[config.mk]
export PLATFORM = sky130hd
export DESIGN_NAME = rail_sequencer_timing_config
export DESIGN_NICKNAME = d
export VERILOG_FILES = /design/src/logic/gap_timer.v /design/src/logic/rail_sequencer_timing_config.v /design/src/logic/strobe_assign_decode.v
export VERILOG_INCLUDE_DIRS = /design/src /design/src/logic
export SDC_FILE = /design/constraint.sdc
export NUM_CORES = 1
export LEC_CHECK = 0
export BUFFER_PORTS_ARGS = -buffer_cell sky130_fd_sc_hd__buf_2
export CELL_PAD_IN_SITES_DETAIL_PLACEMENT = 1
export CELL_PAD_IN_SITES_GLOBAL_PLACEMENT = 1
export CORE_UTILIZATION = 39
export CTS_CLUSTER_SIZE = 12
export DETAILED_ROUTE_END_ITERATION = 8
export GPL_TIMING_DRIVEN = 0
export PLACE_DENSITY = 0.87
export SYNTH_ARGS = -nofsm -noshare
export SYNTH_HDL_FRONTEND = slang
export SYNTH_SLANG_ARGS = --single-unit
[constraint.sdc]
create_clock -name ref_clk_in -period 3.05 [get_ports ref_clk_in]
set_clock_uncertainty 0.1 [all_clocks]
set_input_delay 0.305 -clock ref_clk_in [delete_from_list [all_inputs] [get_ports ref_clk_in]]
set_output_delay 0.305 -clock ref_clk_in [all_outputs]
set_load 0.02 [all_outputs]
[src/logic/rail_seq_defs.vh]
// Purpose: shared constants of the rail sequencer timing core
// Assumes: 200 MHz core clock
// Notes: definitions only
`ifndef RAIL_SEQ_DEFS_VH
`define RAIL_SEQ_DEFS_VH

`define ADDR_DELAY_SELECT_LOW 8'h20
`define ADDR_DELAY_SELECT_HIGH 8'h21
`define ADDR_BUCK_STROBE_ASSIGN 8'h22

`define RST_DELAY_SELECT_LOW 8'h00
`define RST_DELAY_SELECT_HIGH 8'h00
`define RST_BUCK_STROBE_ASSIGN 8'h86

`define BIT_GAP_SEL_9 0
`define BIT_DOWN_MULT 7
`define BUCK_TWO_MSB 7
`define BUCK_TWO_LSB 4
`define BUCK_ONE_MSB 3
`define BUCK_ONE_LSB 0

`define ASSIGN_FIRST 4'h3
`define ASSIGN_LAST 4'ha
`define STROBE_FIRST 4'h1
`define STROBE_LAST 4'ha

`define CLK_FREQ_KHZ 24'h030d40
`define GAP_SHORT_MS 24'h000002
`define GAP_LONG_MS 24'h000005
`define DOWN_MULT 24'h00000a
`define GAP_SHORT_CYC (`GAP_SHORT_MS * `CLK_FREQ_KHZ)
`define GAP_LONG_CYC (`GAP_LONG_MS * `CLK_FREQ_KHZ)
`define GAP_CNT_W 24

`endif

[src/logic/gap_timer.v]
// Purpose: down-counter that times one gap between strobes
// Assumes: count_in is at least 1
// Notes: done_out pulses one cycle while the count stands at 1, the cycle before it reaches 0
`timescale 1ns/1ps
`default_nettype none
`include "rail_seq_defs.vh"

module gap_timer (
    input wire ref_clk_in,
    input wire rst_b_in,
    input wire load_in,
    input wire [`GAP_CNT_W-1:0] count_in,
    output wire done_out
);
    reg [`GAP_CNT_W-1:0] cnt_reg;
    reg [`GAP_CNT_W-1:0] cnt_next;

    always @* begin
        cnt_next = cnt_reg;
        if (load_in) begin
            cnt_next = count_in;
        end else if (cnt_reg != {`GAP_CNT_W{1'b0}}) begin
            cnt_next = cnt_reg - {{(`GAP_CNT_W-1){1'b0}}, 1'b1};
        end
    end

    always @(posedge ref_clk_in) begin
        if (!rst_b_in) begin
            cnt_reg <= {`GAP_CNT_W{1'b0}};
        end else begin
            cnt_reg <= cnt_next;
        end
    end

    assign done_out = !load_in && (cnt_reg == {{(`GAP_CNT_W-1){1'b0}}, 1'b1});
endmodule // gap_timer

`default_nettype wire

[src/logic/rail_sequencer_timing_config.v]
// Purpose: timing and configuration core of the power-rail sequencer
// Assumes: register port is decoded upstream from the serial interface; all inputs on ref_clk_in
// Notes: power-down walks the strobes in reverse and turns rails off at their strobe
`timescale 1ns/1ps
`default_nettype none
`include "rail_seq_defs.vh"

// Notes on behaviour
// - after strobe n and before strobe n+1 (n = 1..9) a gap of 2 ms, or 5 ms when its select bit is set, is timed.
// - gap selects one to eight sit in the first delay register, gap n at bit n-1.
// - the ninth gap select, between strobe 9 and 10, is bit 0 of the second delay register.
// - bit 7 of the second delay register set makes every gap ten times longer during power-down.
// - that multiplier is ignored during power-up, so power-up gaps stay 2 ms or 5 ms.
// - bits 6 to 1 of the second delay register are read-only and read as zero.
// - an assignment code of 3h to Ah enables the rail at strobe 3 to strobe 10.
// - an assignment code of 0h, 1h, 2h or Bh to Fh leaves the rail out of sequencer control.
// - the buck-two code sits in bits 7:4 and buck-one in bits 3:0 of the third register, reset 0x86.
// - the first delay register is at subaddress 0x20 and resets to 0x00.
// - the second delay register is at subaddress 0x21 and resets to 0x00.
module rail_sequencer_timing_config #(
    parameter [`GAP_CNT_W-1:0] GAP_SHORT_CYCLES = `GAP_SHORT_CYC,
    parameter [`GAP_CNT_W-1:0] GAP_LONG_CYCLES = `GAP_LONG_CYC
) (
    input wire ref_clk_in,
    input wire rst_b_in,
    input wire [7:0] reg_addr_in,
    input wire [7:0] reg_wdata_in,
    input wire reg_wr_in,
    input wire reg_rd_in,
    input wire unlock_in,
    input wire power_up_in,
    input wire power_down_in,
    output reg [7:0] reg_rdata_out,
    output wire unlock_armed_out,
    output wire [9:0] strobe_out,
    output wire [3:0] strobe_num_out,
    output wire seq_busy_out,
    output wire seq_down_out,
    output wire buck_one_en_out,
    output wire buck_two_en_out
);
    localparam [1:0] ST_IDLE = 2'd0;
    localparam [1:0] ST_UP_GAP = 2'd1;
    localparam [1:0] ST_DOWN_GAP = 2'd2;

    localparam [`GAP_CNT_W-1:0] DOWN_MULT_W = `DOWN_MULT;
    localparam [7:0] RST_HIGH_BITS = `RST_DELAY_SELECT_HIGH;

    reg [7:0] strobe_delay_select_low_reg;
    reg gap_sel_9_reg;
    reg power_down_gap_multiplier_reg;
    reg [7:0] buck_one_two_strobe_assign_reg;
    reg unlock_reg;
    reg [1:0] state_reg;
    reg [1:0] state_next;
    reg [3:0] strobe_reg;
    reg [3:0] strobe_next;
    reg strobe_fire_reg;
    reg strobe_fire_next;
    reg buck_one_en_reg;
    reg buck_two_en_reg;
    reg timer_load;
    reg [`GAP_CNT_W-1:0] timer_count;
    reg [3:0] gap_index;
    reg gap_long;

    wire [8:0] gap_sel;
    wire protected_wr;
    wire timer_done;
    wire buck_one_hit;
    wire buck_two_hit;
    wire [`GAP_CNT_W-1:0] gap_base;
    wire [`GAP_CNT_W-1:0] gap_scaled;

    // password gate: one unlock arms exactly one write, set wins over consume
    assign protected_wr = reg_wr_in && unlock_reg;

    always @(posedge ref_clk_in) begin
        if (!rst_b_in) begin
            unlock_reg <= 1'b0;
        end else if (unlock_in) begin
            unlock_reg <= 1'b1;
        end else if (reg_wr_in) begin
            unlock_reg <= 1'b0;
        end
    end

    always @(posedge ref_clk_in) begin
        if (!rst_b_in) begin
            strobe_delay_select_low_reg <= `RST_DELAY_SELECT_LOW;
            gap_sel_9_reg <= RST_HIGH_BITS[`BIT_GAP_SEL_9];
            power_down_gap_multiplier_reg <= RST_HIGH_BITS[`BIT_DOWN_MULT];
            buck_one_two_strobe_assign_reg <= `RST_BUCK_STROBE_ASSIGN;
        end else if (protected_wr) begin
            case (reg_addr_in)
                `ADDR_DELAY_SELECT_LOW: begin
                    strobe_delay_select_low_reg <= reg_wdata_in;
                end
                `ADDR_DELAY_SELECT_HIGH: begin
                    gap_sel_9_reg <= reg_wdata_in[`BIT_GAP_SEL_9];
                    power_down_gap_multiplier_reg <= reg_wdata_in[`BIT_DOWN_MULT];
                end
                `ADDR_BUCK_STROBE_ASSIGN: begin
                    buck_one_two_strobe_assign_reg <= reg_wdata_in;
                end
                default: begin
                    strobe_delay_select_low_reg <= strobe_delay_select_low_reg;
                end
            endcase
        end
    end

    // read data is registered; unmapped subaddresses read zero
    always @(posedge ref_clk_in) begin
        if (!rst_b_in) begin
            reg_rdata_out <= 8'h00;
        end else if (reg_rd_in) begin
            case (reg_addr_in)
                `ADDR_DELAY_SELECT_LOW: begin
                    reg_rdata_out <= strobe_delay_select_low_reg;
                end
                `ADDR_DELAY_SELECT_HIGH: begin
                    reg_rdata_out <= {power_down_gap_multiplier_reg, 6'b000000, gap_sel_9_reg};
                end
                `ADDR_BUCK_STROBE_ASSIGN: begin
                    reg_rdata_out <= buck_one_two_strobe_assign_reg;
                end
                default: begin
                    reg_rdata_out <= 8'h00;
                end
            endcase
        end
    end

    // gap n follows strobe n; gap n select at bit n-1 of the low register, gap 9 in the high one
    assign gap_sel = {gap_sel_9_reg, strobe_delay_select_low_reg};

    // an explicit decode keeps the select defined when the index sits outside 1..9
    always @* begin
        gap_long = 1'b0;
        case (gap_index)
            4'h1: begin
                gap_long = gap_sel[0];
            end
            4'h2: begin
                gap_long = gap_sel[1];
            end
            4'h3: begin
                gap_long = gap_sel[2];
            end
            4'h4: begin
                gap_long = gap_sel[3];
            end
            4'h5: begin
                gap_long = gap_sel[4];
            end
            4'h6: begin
                gap_long = gap_sel[5];
            end
            4'h7: begin
                gap_long = gap_sel[6];
            end
            4'h8: begin
                gap_long = gap_sel[7];
            end
            4'h9: begin
                gap_long = gap_sel[8];
            end
            default: begin
                gap_long = 1'b0;
            end
        endcase
    end

    assign gap_base = gap_long ? GAP_LONG_CYCLES : GAP_SHORT_CYCLES;
    // truncation of the product is safe: 10 x 5 ms fits in 24 bits at 200 MHz
    assign gap_scaled = gap_base * DOWN_MULT_W;

    strobe_assign_decode u_buck_one_decode (
        .code_in(buck_one_two_strobe_assign_reg[`BUCK_ONE_MSB:`BUCK_ONE_LSB]),
        .strobe_in(strobe_reg),
        .controlled_out(),
        .hit_out(buck_one_hit)
    );

    strobe_assign_decode u_buck_two_decode (
        .code_in(buck_one_two_strobe_assign_reg[`BUCK_TWO_MSB:`BUCK_TWO_LSB]),
        .strobe_in(strobe_reg),
        .controlled_out(),
        .hit_out(buck_two_hit)
    );

    gap_timer u_gap_timer (
        .ref_clk_in(ref_clk_in),
        .rst_b_in(rst_b_in),
        .load_in(timer_load),
        .count_in(timer_count),
        .done_out(timer_done)
    );

    always @* begin
        state_next = state_reg;
        strobe_next = strobe_reg;
        strobe_fire_next = 1'b0;
        timer_load = 1'b0;
        timer_count = gap_base;
        gap_index = strobe_reg;
        case (state_reg)
            ST_IDLE: begin
                // the last strobe of a run is still out here: a start is refused until it has gone
                if (power_up_in && !strobe_fire_reg) begin
                    strobe_next = `STROBE_FIRST;
                    strobe_fire_next = 1'b1;
                    state_next = ST_UP_GAP;
                end else if (power_down_in && !strobe_fire_reg) begin
                    strobe_next = `STROBE_LAST;
                    strobe_fire_next = 1'b1;
                    state_next = ST_DOWN_GAP;
                end
            end
            ST_UP_GAP: begin
                // gap after the strobe just fired; the multiplier is not used here
                timer_load = strobe_fire_reg;
                gap_index = strobe_reg;
                timer_count = gap_base;
                if (timer_done) begin
                    strobe_next = strobe_reg + 4'h1;
                    strobe_fire_next = 1'b1;
                    if (strobe_reg + 4'h1 == `STROBE_LAST) begin
                        state_next = ST_IDLE;
                    end
                end
            end
            ST_DOWN_GAP: begin
                // going down, the gap between strobe n and n-1 is gap n-1
                timer_load = strobe_fire_reg;
                gap_index = strobe_reg - 4'h1;
                timer_count = power_down_gap_multiplier_reg ? gap_scaled : gap_base;
                if (timer_done) begin
                    strobe_next = strobe_reg - 4'h1;
                    strobe_fire_next = 1'b1;
                    if (strobe_reg - 4'h1 == `STROBE_FIRST) begin
                        state_next = ST_IDLE;
                    end
                end
            end
            default: begin
                state_next = ST_IDLE;
            end
        endcase
    end

    always @(posedge ref_clk_in) begin
        if (!rst_b_in) begin
            state_reg <= ST_IDLE;
            strobe_reg <= 4'h0;
            strobe_fire_reg <= 1'b0;
        end else begin
            state_reg <= state_next;
            strobe_reg <= strobe_next;
            strobe_fire_reg <= strobe_fire_next;
        end
    end

    // the direction is latched from the start request while not busy, power-up winning over power-down
    reg going_down_reg;

    always @(posedge ref_clk_in) begin
        if (!rst_b_in) begin
            going_down_reg <= 1'b0;
        end else if (!seq_busy_out && power_down_in && !power_up_in) begin
            going_down_reg <= 1'b1;
        end else if (!seq_busy_out && power_up_in) begin
            going_down_reg <= 1'b0;
        end
    end

    always @(posedge ref_clk_in) begin
        if (!rst_b_in) begin
            buck_one_en_reg <= 1'b0;
            buck_two_en_reg <= 1'b0;
        end else if (strobe_fire_reg) begin
            if (buck_one_hit) begin
                buck_one_en_reg <= !going_down_reg;
            end
            if (buck_two_hit) begin
                buck_two_en_reg <= !going_down_reg;
            end
        end
    end

    genvar gi;
    generate
        for (gi = 0; gi < 10; gi = gi + 1) begin : g_strobe
            localparam [3:0] STROBE_NUM = gi + 1;
            assign strobe_out[gi] = strobe_fire_reg && (strobe_reg == STROBE_NUM);
        end
    endgenerate

    assign strobe_num_out = strobe_reg;
    assign seq_busy_out = (state_reg != ST_IDLE) || strobe_fire_reg;
    assign seq_down_out = going_down_reg;
    assign unlock_armed_out = unlock_reg;
    assign buck_one_en_out = buck_one_en_reg;
    assign buck_two_en_out = buck_two_en_reg;
endmodule // rail_sequencer_timing_config

`default_nettype wire

[src/logic/strobe_assign_decode.v]
// Purpose: decodes one rail's four-bit strobe-assignment code
// Assumes: code comes straight from a register on the same clock
// Notes: purely combinational
`timescale 1ns/1ps
`default_nettype none
`include "rail_seq_defs.vh"

module strobe_assign_decode (
    input wire [3:0] code_in,
    input wire [3:0] strobe_in,
    output wire controlled_out,
    output wire hit_out
);
    // codes below 3h and above Ah leave the rail alone
    assign controlled_out = (code_in >= `ASSIGN_FIRST) && (code_in <= `ASSIGN_LAST);
    assign hit_out = controlled_out && (code_in == strobe_in);
endmodule // strobe_assign_decode

`default_nettype wire

Word level (Yosys, flattened, before mapping). Cells that the tools add are included.

Equality and inequality tests: 34. $lt $le $gt $ge: 4. $add $sub $neg: 3. Div/mod/pow operators: 0. Reduce and logical (&&, ||, !) cells: 42. Bitwise gates (word level): 0. Multiplexer cells: 29. Shifts and indexed selects: 0. $mul: 1.

Operator list (count): 24-bit two-way mux (4); 4-bit by 3-bit == test with 1-bit output, second input constant (8); 24-bit by 1-bit == test with 1-bit output, second input constant (1); 4-bit == test, second input constant (6); 8-bit by 6-bit == test with 1-bit output, second input constant (3); 8-bit case mux with 3 select lines (1); 24-bit nonzero test (1); 24-bit by 1-bit subtractor with 24-bit output, second input constant (1); 20-bit by 3-bit multiplier with 23-bit output, second input constant (1); 1-bit logical AND (21); 20-bit two-way mux (1); 4-bit two-way mux (5); 4-bit by 2-bit == test with 1-bit output, second input constant (4); 4-bit by 1-bit == test with 1-bit output, second input constant (3); 2-bit two-way mux (6); 4-bit case mux with 3 select lines (1); 2-bit AND reduction (5); 1-bit case mux with 9 select lines (1); 4-bit == test (2); 4-bit by 2-bit greater-or-equal comparator with 1-bit output, second input constant (2); 4-bit <= comparator, second input constant (2); 1-bit two-way mux (8); 2-bit inequality test, second input constant (4); 2-bit nonzero test (4); other kinds (14) (18).

Output and inout port bits: 27. Bits in writable memories: 0. Latch bits: 0. Input bits: 23. ROM bits: 0. Register bits after elaboration: 61. Memories: 0. Word-level logic and storage cells: 126.

Depth between registers and ports, before layout.
Depth in word-level cells: 9. Gate-level depth with buffers: 13. Depth with buffers taken out: 13.

By module. Synthesis repeated with hierarchy kept, for this count alone.

Cells, all modules: 452. Area, all modules: 3873.7 µm².

Modules (own cells, without submodules): rail_sequencer_timing_config (area each 2287.2 µm², times used 1, cells each 267, sequential area each 740.7 µm²); gap_timer (area each 1441.4 µm², times used 1, cells each 169, sequential area each 480.5 µm²); strobe_assign_decode (area each 72.6 µm², times used 2, cells each 8, sequential area each 0.0 µm²).

Least setup slack after synthesis. OpenSTA, ideal clock, no wires.

Path type: register to register. Start point: register strobe_reg[0] (netlist: strobe_num_out[0]). End point: register u_gap_timer.cnt_reg[21]. Cell stages (with the launch flop): 14. Arrival time: 3.185 ns. Data required time: 2.825 ns. Clock period less this slack: 3.410 ns. Setup slack: -0.360 ns. Buffers on the path: 1. Setup time: 0.125 ns. Cells stage by stage: dfxtp_1 clkbuf_1 inv_1 ha_1 and3b_1 or4b_2 nand4b_1 a32o_1 inv_1 ha_1 nand3_1 a21bo_2 a21oi_1 a211oi_1.

Cells in the longest elaborated chain, start to end: 9. Elaborated cells on any way between the ends: 17. Those cells by class: add/sub: 1; mul: 1; eq/ne: 9; mux: 6.

RTL lines: start, declared (line rail_sequencer_timing_config.v:56) `reg [3:0] strobe_reg;`; start signal, assigned (line rail_sequencer_timing_config.v:260) `strobe_reg <= strobe_next;`; 4-bit by 1-bit subtractor with 4-bit output (line rail_sequencer_timing_config.v:237) `gap_index = strobe_reg - 4'h1;`; 4-bit two-way mux * (line rail_sequencer_timing_config.v:208) `case (state_reg)`; 4-bit == test (tied with other cells) (line rail_sequencer_timing_config.v:141) `case (gap_index)`; 1-bit case mux with 9 select lines * (line rail_sequencer_timing_config.v:141); 20-bit two-way mux * (line rail_sequencer_timing_config.v:175) `assign gap_base = gap_long ? GAP_LONG_CYCLES : GAP_SHORT_CYCLES;`; 20-bit by 3-bit multiplier with 23-bit output * (line rail_sequencer_timing_config.v:177) `assign gap_scaled = gap_base * DOWN_MULT_W;`; 24-bit two-way mux * (line rail_sequencer_timing_config.v:238) `timer_count = power_down_gap_multiplier_reg ? gap_scaled : gap_base;`; 24-bit two-way mux * (line rail_sequencer_timing_config.v:208); 24-bit two-way mux * (line gap_timer.v:20) `if (load_in) begin`; end signal, assigned (line gap_timer.v:29) `` cnt_reg <= {`GAP_CNT_W{1'b0}}; ``; end signal, assigned (line gap_timer.v:31) `cnt_reg <= cnt_next;`; end, declared (line gap_timer.v:15) `` reg [`GAP_CNT_W-1:0] cnt_reg; ``.

Every way passes the cells marked *; elsewhere a longest branch is shown, timed or not. A chain may end at the register's enable or synchronous reset.

Worst setup path after layout.
Start point: register strobe_reg[0] (netlist: strobe_num_out[0]). End point: register u_gap_timer.cnt_reg[7].

Cells in the longest elaborated chain, start to end: 9. Elaborated cells on any way between the ends: 17. Those cells by class: add/sub: 1; mul: 1; eq/ne: 9; mux: 6.

RTL lines (line): 4-bit by 1-bit subtractor with 4-bit output (rail_sequencer_timing_config.v:237); 4-bit two-way mux * (rail_sequencer_timing_config.v:208); 4-bit == test (tied with other cells) (rail_sequencer_timing_config.v:141); 1-bit case mux with 9 select lines * (rail_sequencer_timing_config.v:141); 20-bit two-way mux * (rail_sequencer_timing_config.v:175); 20-bit by 3-bit multiplier with 23-bit output (rail_sequencer_timing_config.v:177); 24-bit two-way mux (rail_sequencer_timing_config.v:238); 24-bit two-way mux * (rail_sequencer_timing_config.v:208); 24-bit two-way mux * (gap_timer.v:20).

Marks and branches as above.

==> impl_metrics.toml <==
[global_route]
grt_overflow_total = 0
grt_pass1_vias = 3729
track_usage = 0.251
grt_pass1_wl_mm = 19.0
antenna_found_initial = 0
grt_max_degree = 12

[critical_path]
cp.buffers_inverters = 6
worstPathCellList = "buf_4, buf_4, nor4b_2, xor2_1, nand4b_1, buf_4, buf_4, buf_4, buf_4, a221oi_2, nor2_2, nor3_1"
crit_top_cell = "buf_4"
endpoint = "u_gap_timer.cnt_reg[7]"
endpoint_kind = "flip-flop"
rr_worst_depth = 12
rrSetupSlack_ns = 0.11
worstSetupStartpoint = "strobe_num_out[0]"
reg2reg_to = "u_gap_timer.cnt_reg[7]"
path_class = "reg -> reg"
worst_r2r_startpoint = "strobe_num_out[0]"
critical_path_required_ns = 3.21
critPathMaxStageDelay_ns = 0.37
crit_path_top_delay_cell = "dfxtp_4"
startpoint_type = "flip-flop"
worstPathArrival_ns = 3.10
crit_family = "simple AND/OR/NAND/NOR gates"
worstPathMaxFanout = 6
path_depth = 12

[logic_synthesis]
async_flop_share = 0
synth_cell_types = 64
syn_inst = 444
ys.flop_type = "dfxtp_1"
synthTopCellsByArea = "dfxtp_1 34%, mux2i_1 8.5%, ha_1 6.5%"
syn_area_per_cell_um2 = 8.21
synth_top_cells_by_count = "61 x dfxtp_1, 61 x nor2_1, 37 x nand2_1"
yosys.area.top_type = "dfxtp_1"
synth_fp_nets = 486
ys_ff_latch = 61
yosys_warnings = 0
synth-edff-count = 0
yosys.area.top_type_share = 0.335
yosysSeqAreaShare = 0.335
syn_area_mm2 = 0.00364

[clock_tree]
insertion_delay_ns = 0.35
cts-buffers-inserted = 9
clock_tree.root_cell = "clkbuf_8"
clock-sinks = 61
cts_tree = "built"
clkSlewWorstSetupHoldPaths_ns = 0.08
max-clock-path-buffers = 2
htreeDepth = 3

[timing]
max_freq_ghz = 0.340
relSlewSlack = 0.586
period_minus_slack_ns = 2.94
period_share = 0.964
setup_viol = 0
worst_pin_slew_ns = 0.615
slew_viol_final = 0
report.final.hold_viol_count = 0

[final_layout]
drive_above_1_share = 0.234
fin_util = 0.505
largest_reg_flops = 24
syn_to_final_growth_pct = 23.2
finalNonFillerCells = 633
nNetsFinal = 562
n_antenna_cell = 0

[floorplanning]
dieArea_mm2 = 0.00974
num_rows = 34
die_w_um = 98.7
io_pins = 50
die_h_um = 98.7
start_util = 0.410
core-area_mm2 = 0.00889

[route]
via_count = 3682
ant_nets = 0
drc_errors = 0
via_per_inst = 5.82
routedWlPerCell_um = 18.9
firstDrtPassIters = 4
drt_iter0_drc = 233
wirelength_mm = 12.0

[pwr]
leakage_nw = 1.86
finalPower_mw = 4.01
p_per_area_mw_per_mm2 = 893
ir_worst_vdd_mv = 0.263

[placement]
hpwl_mm = 8.07
io_buffer_count = 47
place_inst = 599
gp_congestion = 0.878

[flow_run]
drv_cap = 0

[worst_hold_path]
hp-class = "in -> reg"

[run_status]
run_status = "complete, no violations"
[worst reg2reg max path: cells and delay by family (launching register included)]
kind                   cells  cell delay (ns)
flip-flops                 1             0.37
AND/OR/NAND/NOR            4             1.02
buffers and inverters      6             0.86
AO/OA/AOI/OAI              1             0.33
XOR/XNOR                   1             0.18
[report_power, final]
part | total (mW) | internal [mW] | switching [mW]
logic | 2.14 | 0.884 | 1.26
clock network | 0.757 | 0.397 | 0.360
registers | 1.11 | 0.953 | 0.157
[final cells by class]
cell class,instances,area (um2)
buffer,20,92.6
clock buffer,10,138
clock inverter,6,61.3
fill,1077,4400
inverter,19,78.8
multi-input combinational,343,2370
sequential,61,1230
tap,108,135
timing repair buffer,66,378
[how the worst min path moves through the flow]
stage,from,end,cells after the start
2_1_floorplan,unlock_in,unlock_armed_out,2
3_3_place_gp,reg_rdata_out[0],reg_rdata_out[0],2
3_5_place_dp,reg_rdata_out[7],reg_rdata_out[7],2
4_1_cts,unlock_in,unlock_armed_out,3
5_1_grt,unlock_in,unlock_armed_out,3
6_report,unlock_in,unlock_armed_out,3
[cell families after synthesis]
kind of cell,count (synthesis),synth area share
adders and majority gates,19,0.0652
xor gates and xnor gates,19,0.0457
buffers and inverters,40,0.0429
DFF,61,0.335
and+or+nand+nor,185,0.260
AOI/OAI and AO/OA,88,0.160
muxes,32,0.0913
[stage by stage]
step,cell area (um2),hold slack (ns),TNS [ns],worst slack (ns)
floorplan,3660,0.322,0,0.0299
global route,4490,0.0692,-0.00203,-0.00203
finish,4490,0.0726,0,0.110
global placement,4030,0.351,-1.10,-0.303
CTS,4410,0.0714,0,0.00360
detailed placement,4030,0.358,-1.98,-0.393
[what timing repair did]
item	4_1_cts	5_1_grt
hold buffers	0	0
buffers inserted	11	8
pin swaps	4	2
cloned	0	0
endpoints found under the setup margin	13	14
resized for setup	24	10
[cell usage in the layout, fill, tap and decap left out, drive strengths merged, types with 3 or more instances in the layout]
cell type  count
buf           72
nor2          61
dfxtp         61
nand2         37
a21oi         32
mux2i         31
clkbuf        24
o21ai         19
ha            19
nor3          18
inv           17
nand3         14
xor2          13
or3            7
nand2b         7
xnor2          6
nor2b          5
nor4           5
clkinvlp       4
and2           4
a211o          4
o211ai         4
a211oi         4
or4b           4
or4            4
and3           3
nand3b         3
nand4          3
o31ai          3
clkinv         3
[metal layers]
layer / track usage / routed length (um) / up-vias
li1: - / - / 1733
met1: 0.311 / 5300 / 1813
met2: 0.420 / 5860 / 111
met3: 0.0553 / 517 / 25
met4: 0.109 / 286 / 0
met5: 0 / 0 / -
(Power assumes the default switching activity.)
